`src/include/link_regs_pkg.sv`:
```
package link_regs_pkg;

  // ------------------------------------------------------------------
  // Register word indices (16-bit registers each take their own word)
  // ------------------------------------------------------------------
  // The printed offsets are not all multiples of four, so each one is an index.
  // The byte address on the bus is four times the index.
  localparam logic [7:0] DEV_CTRL_IDX = 8'h48;
  localparam logic [7:0] DEV_STAT_IDX = 8'h4A;
  localparam logic [7:0] LINK_CAP_IDX = 8'h4C;
  localparam logic [7:0] IRQ_STAT_IDX = 8'h80;
  localparam logic [7:0] IRQ_MASK_IDX = 8'h81;

  // ------------------------------------------------------------------
  // Device control fields
  // ------------------------------------------------------------------
  localparam int REPORT_EN_LSB = 0;
  localparam int PAYLOAD_LSB = 5;
  localparam int WIDE_TAG_BIT = 8;
  localparam int EXTRA_FN_BIT = 9;
  localparam int AUX_PM_BIT = 10;
  localparam int SNOOP_SKIP_BIT = 11;
  localparam int READ_REQ_LSB = 12;
  localparam logic [2:0] PAYLOAD_RESET = 3'h0;
  localparam logic [2:0] READ_REQ_RESET = 3'h2;
  localparam logic [3:0] REPORT_EN_RESET = 4'h0;
  localparam logic [2:0] PAYLOAD_MAX_CODE = 3'h4;

  // ------------------------------------------------------------------
  // Status flag positions
  // ------------------------------------------------------------------
  localparam int CORR_BIT = 0;
  localparam int NONFATAL_BIT = 1;
  localparam int FATAL_BIT = 2;
  localparam int UNSUP_BIT = 3;
  localparam int NUM_FLAGS = 4;

  // ------------------------------------------------------------------
  // Link capability constants
  // ------------------------------------------------------------------
  localparam logic [3:0] TOP_LINK_SPEED = 4'h1;
  localparam logic [5:0] TOP_LINK_WIDTH = 6'h08;
  localparam logic [1:0] POWER_STATE_SUPPORT = 2'h1;
  localparam logic [2:0] L0S_EXIT_DELAY = 3'h0;
  localparam logic [2:0] L1_EXIT_DELAY = 3'h0;
  localparam logic [7:0] PORT_INDEX = 8'h00;

  typedef struct packed {
    logic correctable;
    logic nonfatal;
    logic fatal;
    logic unsupported;
  } error_event_type;

  typedef struct packed {
    logic [2:0] read_request_limit;
    logic snoop_skip_enable;
    logic wide_tag_enable;
    logic [2:0] payload_limit;
    logic [3:0] report_enable;
  } control_type;

endpackage

```
`src/logic/ntb_link_regs.sv`:
```
// Local design decision: the Wishbone slave port.
module ntb_link_regs
  import link_regs_pkg::*;
(
  input wire logic clk,
  input wire logic srst,
  // Wishbone classic slave
  input wire logic wb_cyc_i,
  input wire logic wb_stb_i,
  input wire logic wb_we_i,
  input wire logic [9:0] wb_adr_i,
  input wire logic [3:0] wb_sel_i,
  input wire logic [31:0] wb_dat_i,
  output logic [31:0] wb_dat_o,
  output logic wb_ack_o,
  output logic wb_err_o,
  // Error events from the bridge core
  input wire error_event_type err_event,
  // Transaction attribute path
  input wire logic [7:0] pass_tag_in,
  input wire logic pass_snoop_in,
  input wire logic [2:0] pass_size_in,
  output logic [7:0] pass_tag_out,
  output logic pass_snoop_out,
  output logic [2:0] pass_size_out,
  output logic [7:0] own_tag,
  output logic own_snoop,
  output logic [12:0] payload_bytes,
  output logic [3:0] report_enable,
  output logic [3:0] error_report,
  output logic irq
);

  // ------------------------------------------------------------------
  // State
  // ------------------------------------------------------------------
  typedef struct packed {
    control_type ctrl;
    logic [NUM_FLAGS-1:0] flags;
    logic [NUM_FLAGS-1:0] irq_flags;
    logic [NUM_FLAGS-1:0] irq_mask;
    logic [31:0] rdata;
    logic ack;
    logic err;
    logic irq;
    logic [7:0] tag_out;
    logic snoop_out;
    logic [2:0] size_out;
    logic [12:0] payload_bytes;
    logic [3:0] err_report;
  } state_type;

  state_type state;
  state_type next_state;

  logic [NUM_FLAGS-1:0] events;
  logic [7:0] index;
  logic take;
  logic wr;
  logic rd;
  logic [15:0] ctrl_word;
  logic [15:0] stat_word;
  logic [31:0] link_word;
  logic [15:0] wdata16;
  logic [1:0] lane_sel;

  assign events = {err_event.unsupported, err_event.fatal,
                   err_event.nonfatal, err_event.correctable};
  assign index = wb_adr_i[9:2];
  assign take = wb_cyc_i && wb_stb_i && !state.ack && !state.err;
  assign wr = take && wb_we_i;
  assign rd = take && !wb_we_i;
  assign wdata16 = wb_dat_i[15:0];
  assign lane_sel = wb_sel_i[1:0];

  // ------------------------------------------------------------------
  // Read views
  // ------------------------------------------------------------------
  always_comb begin
    ctrl_word = 16'h0000;
    ctrl_word[REPORT_EN_LSB +: 4] = state.ctrl.report_enable;
    ctrl_word[PAYLOAD_LSB +: 3] = state.ctrl.payload_limit;
    ctrl_word[WIDE_TAG_BIT] = state.ctrl.wide_tag_enable;
    ctrl_word[EXTRA_FN_BIT] = 1'b0;
    ctrl_word[AUX_PM_BIT] = 1'b0;
    ctrl_word[SNOOP_SKIP_BIT] = state.ctrl.snoop_skip_enable;
    ctrl_word[READ_REQ_LSB +: 3] = state.ctrl.read_request_limit;
    // Bits 4 (aux supply seen) and 5 (requests outstanding) stay zero
    stat_word = {12'h000, state.flags};
    link_word = {PORT_INDEX, 6'h00, L1_EXIT_DELAY, L0S_EXIT_DELAY,
                 POWER_STATE_SUPPORT, TOP_LINK_WIDTH, TOP_LINK_SPEED};
  end

  // ------------------------------------------------------------------
  // Next state
  // ------------------------------------------------------------------
  always_comb begin
    next_state = state;
    next_state.ack = 1'b0;
    next_state.err = 1'b0;
    next_state.rdata = 32'h0000_0000;
    if (take) begin
      unique case (index)
        DEV_CTRL_IDX, DEV_STAT_IDX, LINK_CAP_IDX, IRQ_STAT_IDX, IRQ_MASK_IDX: begin
          next_state.ack = 1'b1;
        end
        default: begin
          next_state.err = 1'b1;
        end
      endcase
    end
    // Control writes: only writable fields move; read-only bits ignore data
    if (wr && index == DEV_CTRL_IDX) begin
      if (lane_sel[0]) begin
        next_state.ctrl.report_enable = wdata16[REPORT_EN_LSB +: 4];
        next_state.ctrl.payload_limit = wdata16[PAYLOAD_LSB +: 3];
      end
      if (lane_sel[1]) begin
        next_state.ctrl.wide_tag_enable = wdata16[WIDE_TAG_BIT];
        next_state.ctrl.snoop_skip_enable = wdata16[SNOOP_SKIP_BIT];
        next_state.ctrl.read_request_limit = wdata16[READ_REQ_LSB +: 3];
      end
    end
    // Write one clears; a new event in the same cycle wins
    if (wr && index == DEV_STAT_IDX && lane_sel[0]) begin
      next_state.flags = state.flags & ~wdata16[NUM_FLAGS-1:0];
    end
    if (wr && index == IRQ_MASK_IDX && lane_sel[0]) begin
      next_state.irq_mask = wdata16[NUM_FLAGS-1:0];
    end
    if (rd && index == IRQ_STAT_IDX) begin
      next_state.irq_flags = '0;
    end
    // Flags log regardless of reporting enables
    next_state.flags = next_state.flags | events;
    next_state.irq_flags = next_state.irq_flags | events;
    if (rd) begin
      unique case (index)
        DEV_CTRL_IDX: next_state.rdata = {16'h0000, ctrl_word};
        DEV_STAT_IDX: next_state.rdata = {16'h0000, stat_word};
        LINK_CAP_IDX: next_state.rdata = link_word;
        IRQ_STAT_IDX: next_state.rdata = {28'h0000000, state.irq_flags};
        IRQ_MASK_IDX: next_state.rdata = {28'h0000000, state.irq_mask};
        default: next_state.rdata = 32'h0000_0000;
      endcase
    end
    next_state.irq = |(next_state.irq_flags & next_state.irq_mask);
    next_state.err_report = events & state.ctrl.report_enable;
    // Pass-through attributes are forwarded untouched
    next_state.tag_out = pass_tag_in;
    next_state.snoop_out = pass_snoop_in;
    next_state.size_out = pass_size_in;
    // Reserved payload codes act as the smallest size
    if (state.ctrl.payload_limit > PAYLOAD_MAX_CODE) begin
      next_state.payload_bytes = 13'h0080;
    end else begin
      next_state.payload_bytes = 13'(13'h0080 << state.ctrl.payload_limit);
    end
  end

  // ------------------------------------------------------------------
  // Registers
  // ------------------------------------------------------------------
  always_ff @(posedge clk) begin
    if (srst) begin
      state <= '0;
      state.ctrl.payload_limit <= PAYLOAD_RESET;
      state.ctrl.read_request_limit <= READ_REQ_RESET;
      state.ctrl.report_enable <= REPORT_EN_RESET;
      state.payload_bytes <= 13'h0080;
    end else begin
      state <= next_state;
    end
  end

  always_ff @(posedge clk) begin
    if (srst) begin
      own_tag <= 8'h00;
      own_snoop <= 1'b0;
      pass_size_out <= 3'h0;
    end else begin
      own_tag <= 8'h00;
      own_snoop <= 1'b0;
      pass_size_out <= next_state.size_out;
    end
  end

  assign wb_dat_o = state.rdata;
  assign wb_ack_o = state.ack;
  assign wb_err_o = state.err;
  assign irq = state.irq;
  assign pass_tag_out = state.tag_out;
  assign pass_snoop_out = state.snoop_out;
  assign payload_bytes = state.payload_bytes;
  assign report_enable = state.ctrl.report_enable;
  assign error_report = state.err_report;

endmodule

```
`config.mk`:
```
export PLATFORM = sky130hd
export DESIGN_NAME = ntb_link_regs
export DESIGN_NICKNAME = d
export VERILOG_FILES = /design/src/include/link_regs_pkg.sv /design/src/logic/ntb_link_regs.sv
export SDC_FILE = /design/constraint.sdc
export NUM_CORES = 1
export LEC_CHECK = 0
export BUFFER_PORTS_ARGS = -buffer_cell sky130_fd_sc_hd__buf_2
export CORE_MARGIN = 5
export CORE_UTILIZATION = 41
export DETAILED_ROUTE_END_ITERATION = 10
export PLACE_DENSITY = 0.76
export SETUP_SLACK_MARGIN = 0.3
export SYNTH_ARGS = -nofsm -noshare
export SYNTH_HDL_FRONTEND = slang
export SYNTH_SLANG_ARGS = --single-unit
```
`constraint.sdc`:
```
create_clock -name clk -period 1.85 [get_ports clk]
set_input_delay 0.37 -clock clk [delete_from_list [all_inputs] [get_ports clk]]
set_output_delay 0.37 -clock clk [all_outputs]
set_load 0.02 [all_outputs]
```
# Word-level counts from Yosys, hierarchy flattened

Cells that the tools add are included.

Flip-flop bits (word level): 88
Output and inout bits: 77
Logic and storage cells: 59

Magnitude comparators: 1
Equal/unequal tests: 5
Shift operators: 1
Mux-type cells: 6
Bitwise gates (word level): 8
Reduce and logical (&&, ||, !) cells: 21

Operators by type and width:

| operator                                             | count |
|---|---|
| one-hot mux 15 bit (5 select lines)                  | 1 |
| equality test 8 x 7 -> 1 bit (second input constant) | 3 |
| equality test 8 bit (second input constant)          | 2 |
| left shift 8 x 3 -> 13 bit (first input constant)    | 1 |
| bitwise AND 4 bit                                    | 3 |
| two-way mux 4 bit                                    | 3 |
| logical AND 1 bit                                    | 11 |
| bitwise OR 4 bit                                     | 2 |
| OR reduction 2 bit                                   | 3 |
| OR reduction 5 bit                                   | 1 |
| NOT 4 bit                                            | 1 |
| AND reduction 2 bit                                  | 2 |
| OR reduction 4 bit                                   | 1 |
| > comparator 3 bit (second input constant)           | 1 |
| zero test 1 bit                                      | 3 |
| two-way mux 1 bit                                    | 2 |
| NOT 1 bit                                            | 2 |

# Longest topological paths before layout

Gate-level depths: netlist of the first run.

Word-level depth: 9
Depth in mapped cells: 7
Gate-level depth less buffers: 5

# Worst setup path before layout of the first run

No wires, ideal clock.

Kind: in2reg
Start point: input port wb_adr_i[2]
End point: register state (netlist bit wb_dat_o[7])
Library setup time: 73 ps
Data arrival time: 1687 ps
Data required time: 1777 ps
Slack: 90 ps
Stages on the path: 7
Buffers on the path: 2
Cell sequence: buf_6 -> and4bb_4 -> nand3b_4 -> o21a_1 -> or3_1 -> buf_2 -> nor3_2

Longest elaborated chain between the ends: 2
Elaborated cells between the ends (all ways): 6
Classes of those cells: eq/ne: 5; mux: 1

RTL lines:

| element                                                                    | RTL line             | text |
|---|---|---|
| start, declared                                                            | ntb_link_regs.sv:11  | `input wire logic [9:0] wb_adr_i,` |
| equality test 8 bit / equality test 8 x 7 -> 1 bit (equally long branches) | ntb_link_regs.sv:138 | `unique case (index)` |
| one-hot mux 15 bit (5 select lines) (*)                                    | ntb_link_regs.sv:138 |  |
| end signal, assigned                                                       | ntb_link_regs.sv:172 | `state <= next_state;` |
| end, declared                                                              | ntb_link_regs.sv:53  | `state_type state;` |

Mark *: on every way between the ends. The rest lies on a longest branch, timed or not.
A chain may end at the register's enable or synchronous reset.

# Worst setup path in the final report of the first run

Start point: register state (netlist bit wb_ack_o)
End point: register state (netlist bit irq)

Longest elaborated chain between the ends: 9
Elaborated cells between the ends (all ways): 13
Classes of those cells: mux: 2; bitwise: 2; reduce/logical: 9

RTL lines:

| element                                                       | RTL line                                   | text |
|---|---|---|
| zero test 1 bit (*)                                           | ntb_link_regs.sv:70                        | `assign take = wb_cyc_i && wb_stb_i && !state.ack && !state.err;` |
| logical AND 1 bit (*) (2 in series)                           | ntb_link_regs.sv:70                        |  |
| logical AND 1 bit, on equally long branches                   | ntb_link_regs.sv:72, ntb_link_regs.sv:71   |  |
| logical AND 1 bit, on equally long branches                   | ntb_link_regs.sv:131, ntb_link_regs.sv:128 |  |
| two-way mux 4 bit / logical AND 1 bit (equally long branches) | ntb_link_regs.sv:131, ntb_link_regs.sv:128 |  |
| bitwise OR 4 bit / two-way mux 4 bit (equally long branches)  | ntb_link_regs.sv:136, ntb_link_regs.sv:128 |  |
| bitwise AND 4 bit (*)                                         | ntb_link_regs.sv:147                       | `next_state.irq = \|(next_state.irq_flags & next_state.irq_mask);` |
| OR reduction 4 bit (*)                                        | ntb_link_regs.sv:147                       |  |

Marked as above.

==> results of run 1 <==
-- per-stage QoR --
step	hold WS, ps	area, um2	setup slack (ps)	utilization, %
final	235	3240	251	48.5
after global routing	227	3240	174	48.5
after CTS	219	3220	258	48.3
after detailed placement	440	2970	-126	44.5
after global placement	427	2970	-102	44.5
after floorplan	421	2920	93.3	-
-- flip-flops by register name (all words and copies together) (netlist names) --
| register | count |
|---|---|
| pass_tag_out | 8 |
| state | 8 |
| irq | 1 |
| error_report | 4 |
| stat_word | 4 |
| wb_dat_o | 13 |
| pass_size_out | 3 |
| report_enable | 4 |
| payload_bytes | 6 |
| pass_snoop_out | 1 |
| wb_ack_o | 1 |
| ctrl_word | 8 |
| wb_err_o | 1 |
-- report_power, final --
group | leakage, nW | switching [mW] | internal, mW
clock network | 0.0955 | 0.523 | 0.659
logic | 0.986 | 0.162 | 0.0877
registers | 0.506 | 0.00974 | 1.36
total | 1.59 | 0.694 | 2.11
-- worst max-delay path, delay by kind of cell (launching register included) --
kind | cells | cell delay [ps]
buf+inv | 1 | 130
simple gates | 2 | 520
compound gates | 3 | 500
flops | 1 | 320
-- worst max path at each step --
stage	startpoint	to	slack (ps)	cells past startpoint
global route	wb_ack_o	report_enable[2]	170	6
global placement	wb_adr_i[3]	wb_dat_o[7]	-100	6
detailed placement	wb_adr_i[3]	wb_dat_o[7]	-130	6
CTS	wb_err_o	irq	260	6
floorplan	wb_adr_i[2]	wb_dat_o[7]	90	7
finish	wb_ack_o	irq	250	6
-- cells by family after synthesis --
kind of cell / Yosys count / synth area share [%]
and+or+nand+nor: 89 / 20.5
buffers and inverters: 83 / 21.2
AOI/OAI and AO/OA: 30 / 7.77
other: 1 / 0.135
DFF: 62 / 44.8
muxes: 15 / 5.60
-- placed cells by master, fill, tap and decap left out, types with 4 or more instances in the layout --
| cell | netlist | routed |
|---|---|---|
| and3_1 | 7 | 6 |
| buf_2 | 4 | 84 |
| and3b_1 | 4 | 4 |
| mux2i_1 | 11 | 11 |
| a21oi_1 | 7 | 5 |
| nor2b_1 | 17 | 17 |
| buf_4 | 70 | 16 |
| dfxtp_1 | 62 | 61 |
| a21boi_1 | 4 | 4 |
| nand3_1 | 6 | 6 |
| o21ba_1 | 4 | 4 |
| and2_1 | 7 | 7 |
| nor2_1 | 24 | 24 |
| conb_1 | 1 | 36 |
| clkbuf_8 | 0 | 10 |
| mux2_1 | 4 | 4 |
-- repair_timing --
item,in CTS,in global routing
setup endpoints to repair,19,17
endpoints found under the hold margin,0,0
pin swaps,4,7
resized for setup,8,3
setup buffers,1,0
-- routing by layer --
layer,track usage [%],vias up,part of all wire [%]
li1,-,967,-
met1,16.1,858,42
met2,21.1,78,48
met3,4.59,14,7.9
met4,7.92,0,2.3
met5,0,-,0
-- final cells by class --
cell class / count / area [um2] / area share, %
Clock buffer: 11 / 141 / 4.36
Inverter: 1 / 3.75 / 0.116
Multi-Input combinational cell: 170 / 1120 / 34.6
Sequential cell: 62 / 1240 / 38.4
Clock inverter: 5 / 58.8 / 1.82
Timing Repair Buffer: 102 / 572 / 17.7
Tap cell: 80 / 100 / 3.09
==> results.toml, run 1 <==
[cts]
cts_buffers = 9
htree_num_levels = 3
tritoncts = "yes"
clock_latency_ps = 340
clk_path_buf_depth = 2
clock_sinks = 62
cts-root-buf = "clkbuf_8"
clkSlewWorstSetupHoldPaths_ps = 70
cts_hold_buffers = 0

[synthesis]
ys_ff_latch = 62
synth_ff_type = "dfxtp_1"
synth.yosys.seq_area_share_pct = 44.8
synth_top_area_cell = "dfxtp_1"
ys_warn_count = 0
synthCells = 280
synth_top_area_share_pct = 44.8
synth_edf_count = 0
yosysMostFrequentCell = "buf_4"
syn-cell-area_um2 = 2770
async_reset_ff_share_pct = 0
yosys.cell_types.count = 42
synth_top_cells_by_count = "buf_4 (70), dfxtp_1 (62), nor2_1 (24), nor2b_1 (17), mux2i_1 (11)"
syn_avg_cell_area_um2 = 9.89
synthTopCellsByArea = "dfxtp_1 (45%), buf_4 (19%), mux2i_1 (4.0%)"

[cells_and_area]
nFillCells = 634
antennaDiodeCount = 0
fin_cells = 431
num-nets-final = 413
synthToLayoutAreaGrowth_pct = 17.0
drive_gt1_share_pct = 38.2

[critical_path]
r2r_slack_ps = 250
critPathMaxFanout = 4
slowest_stage = "dfxtp_1"
cp-end-kind = "register"
r2r_end = "irq"
ff2ff_path_depth = 6
cp.required_ps = 2050
crit_type = "reg2reg"
max_stage_delay_ps = 320
cp_cell_sequence = "and4bb_1 > buf_4 > nand4_1 > a21o_1 > o21ai_1 > a41oi_2"
startpoint_type = "register"
worstReg2RegStart = "wb_ack_o"
cp.arrival_ps = 1800

[min_path]
worstHoldEndpoint = "pass_size_out[0]"
hold_path_depth = 2
hold_class = "in2reg"
hp-start = "pass_size_in[0]"

[sta]
fin_skew_ps = 7.43
period_share_pct = 86.4
hold_viol = 0
layout_min_cycle_time_ps = 1600
finalSetupViolations = 0
tns_ps = 0
drv_slew = 0
grt_setup_unrepaired = "true"
max_freq_mhz = 625

[route]
firstDrtPassIters = 4
avgRoutedWirePerCell_um = 13.1
final_antenna_net_count = 0
viasPerCell = 4.45
drt_iter0_drc = 91
drcViolationCount = 0
num_vias = 1917
routed_wl_um = 5670

[floorplan]
ioPinCount = 144
row_count = 30
die_area_um2 = 8500
die_w_um = 92.2
die_h_um = 92.2
start_util_pct = 41.4
core_area_um2 = 6680

[place]
dp_hpwl_um = 4200
portBuffers = 84
place_inst = 414
place.gp.congestion = 0.801

[power_and_ir_drop]
pwr_density_cell_nw_per_um2 = 865
finalPower_mw = 2.80
peakVddDrop_v = 0.000343
p_leak_nw = 1.59

[global_route]
grt_pass1_wl_um = 8930
grt_overflow_total = 0
track_usage_pct = 13.5
grt_max_degree = 47
antenna_found_initial = 0
grt_pass1_vias = 1917

[run]
cap_violations = 0

[run_status]
outcome = "finished clean"
No activity file was read; power rests on OpenSTA's default activity.
==> run 2, diff against run 1 <==
--- a/config.mk
+++ b/config.mk
@@ -7,9 +7,9 @@
 export LEC_CHECK = 0
 export BUFFER_PORTS_ARGS = -buffer_cell sky130_fd_sc_hd__buf_2
 export CORE_MARGIN = 5
-export CORE_UTILIZATION = 41
+export CORE_UTILIZATION = 45
 export DETAILED_ROUTE_END_ITERATION = 10
-export PLACE_DENSITY = 0.76
+export PLACE_DENSITY = 0.8
 export SETUP_SLACK_MARGIN = 0.3
 export SYNTH_ARGS = -nofsm -noshare
 export SYNTH_HDL_FRONTEND = slang
==> constraint.sdc (replaced) <==
create_clock -name clk -period 1.57 [get_ports clk]
set_input_delay 0.314 -clock clk [delete_from_list [all_inputs] [get_ports clk]]
set_output_delay 0.314 -clock clk [all_outputs]
set_load 0.02 [all_outputs]
==> results.toml, run 2 (synthesis results as in run 1) <==
[sta]
finalSetupViolations = 0
fin_skew_ps = 8.11
relSlewSlack_pct = 64.4
layout_setup_ws_ps = 2.13
hold_slack_ps = 189
layout_min_cycle_time_ps = 1570
hold_viol = 0
max_freq_mhz = 638
period_share_pct = 99.9
drv_slew = 0
grt_setup_unrepaired = "true"
worst_slew_pin_slew_ps = 535

[cells_and_area]
final_cell_mix = "buf_2 (83), dfxtp_1 (60), conb_1 (36)"
seq_area_um2 = 1250
nFillCells = 498
largest_reg_flops = 13
antennaDiodeCount = 0
multi_input_area_um2 = 1250
synthToLayoutAreaGrowth_pct = 24.9
layout_commonest_cell = "buf_2"
num-nets-final = 420
drive_gt1_share_pct = 46.9

[power_and_ir_drop]
peakVddDrop_v = 0.000531
finalPower_mw = 3.33
p_leak_nw = 1.63
pwr_density_cell_nw_per_um2 = 963

[critical_path]
cp-end-kind = "register"
crit_type = "reg2reg"
critPathMaxFanout = 4
cp.arrival_ps = 1770
cp.required_ps = 1770
startpoint_type = "register"

[global_route]
antenna_found_initial = 0
grt_max_degree = 36
grt_pass1_wl_um = 9270
grt_overflow_total = 0
track_usage_pct = 15.6
grt_pass1_vias = 1959

[floorplan]
start_util_pct = 46.5
die_w_um = 88.4
ioPinCount = 144
die_h_um = 88.4
core_area_um2 = 5960
die_area_um2 = 7820
row_count = 28

[min_path]
hold_class = "in2reg"

[route]
final_antenna_net_count = 0
drcViolationCount = 0
routed_wl_um = 6080
drt_iter0_drc = 103
avgRoutedWirePerCell_um = 14.0
firstDrtPassIters = 4
num_vias = 1990
viasPerCell = 4.60

[run]
cap_violations = 0

[cts]
clkSlewWorstSetupHoldPaths_ps = 70
clock_sinks = 62
cts_buffers = 9
htree_num_levels = 3
tritoncts = "yes"
clock_latency_ps = 330
cts-root-buf = "clkbuf_8"
clk_path_buf_depth = 2

[run_status]
outcome = "finished clean"

[place]
portBuffers = 84
dp_hpwl_um = 4390
place.gp.congestion = 0.810
place_ws_ps = -322
[run 2: cell count changes in the layout (fill, tap and decap cells not counted), moves of 3 or more]
cell | previous run | this run
and3_1 | 6 | 1
a21boi_1 | 4 | 0
a21oi_1 | 5 | 1
a21boi_2 | 0 | 3
nand3_1 | 6 | 1
nor2_1 | 24 | 20
and3_4 | 0 | 5
buf_6 | 1 | 6
nand3_2 | 0 | 4
a21oi_2 | 2 | 6
[run 2: area by class of cell]
type,count,share of cell area [%]
clock buffer,10,3.98
sequential,62,36.0
timing repair buffer,109,19.1
tap,75,2.71
multi-input combinational,170,36.3
clock inverter,6,1.77
inverter,1,0.109
[run 2: worst max-delay path, cell delays in order, from the launching register on]
cell and delay [ps]:
dfxtp_4 340, and4bb_1 270, buf_4 130, nand4_1 220, a21oi_2 230, o21bai_4 150, a41oi_2 110
[run 2: final timing paths]
check	slack, ps	to	from	depth (start not counted)
min reg2reg	450	wb_dat_o[14]	ctrl_word[14]	1
max	2	irq	wb_ack_o	6
max reg2reg	2	irq	wb_ack_o	6
min	190	pass_size_out[0]	pass_size_in[0]	2
[run 2: through the flow]
stage,cell area (um2),TNS (ps),util [%],instances
2_1_floorplan,2960,-860,-,315
4_1_cts,3390,-1.96,57.0,431
6_report,3460,0,58.1,433
5_1_grt,3460,-904,58.1,433
3_5_place_dp,2990,-4480,50.3,410
3_3_place_gp,2990,-3720,50.3,410
[run 2: metal layers]
| metal | track usage (%) | vias to the layer above | wire [um] |
|---|---|---|---|
| met3 | 4.84 | 6 | 604 |
| met4 | 7.42 | 0 | 83 |
| li1 | - | 984 | - |
| met2 | 24.9 | 82 | 2990 |
| met5 | 0 | - | 0 |
| met1 | 19.3 | 918 | 2400 |
[run 2: timing repair]
| action | 4_1_cts | 5_1_grt |
|---|---|---|
| pin swaps | 18 | 7 |
| hold buffers | 0 | 0 |
| setup buffers | 5 | 2 |
| gates resized for setup | 38 | 11 |
| endpoints found under the setup margin | 38 | 38 |
[run 2: where the power goes]
group	internal [mW]	switching, mW	total (mW)
Combinational	0.120	0.203	0.324
Sequential	1.60	0.0141	1.62
Clock	0.770	0.619	1.39
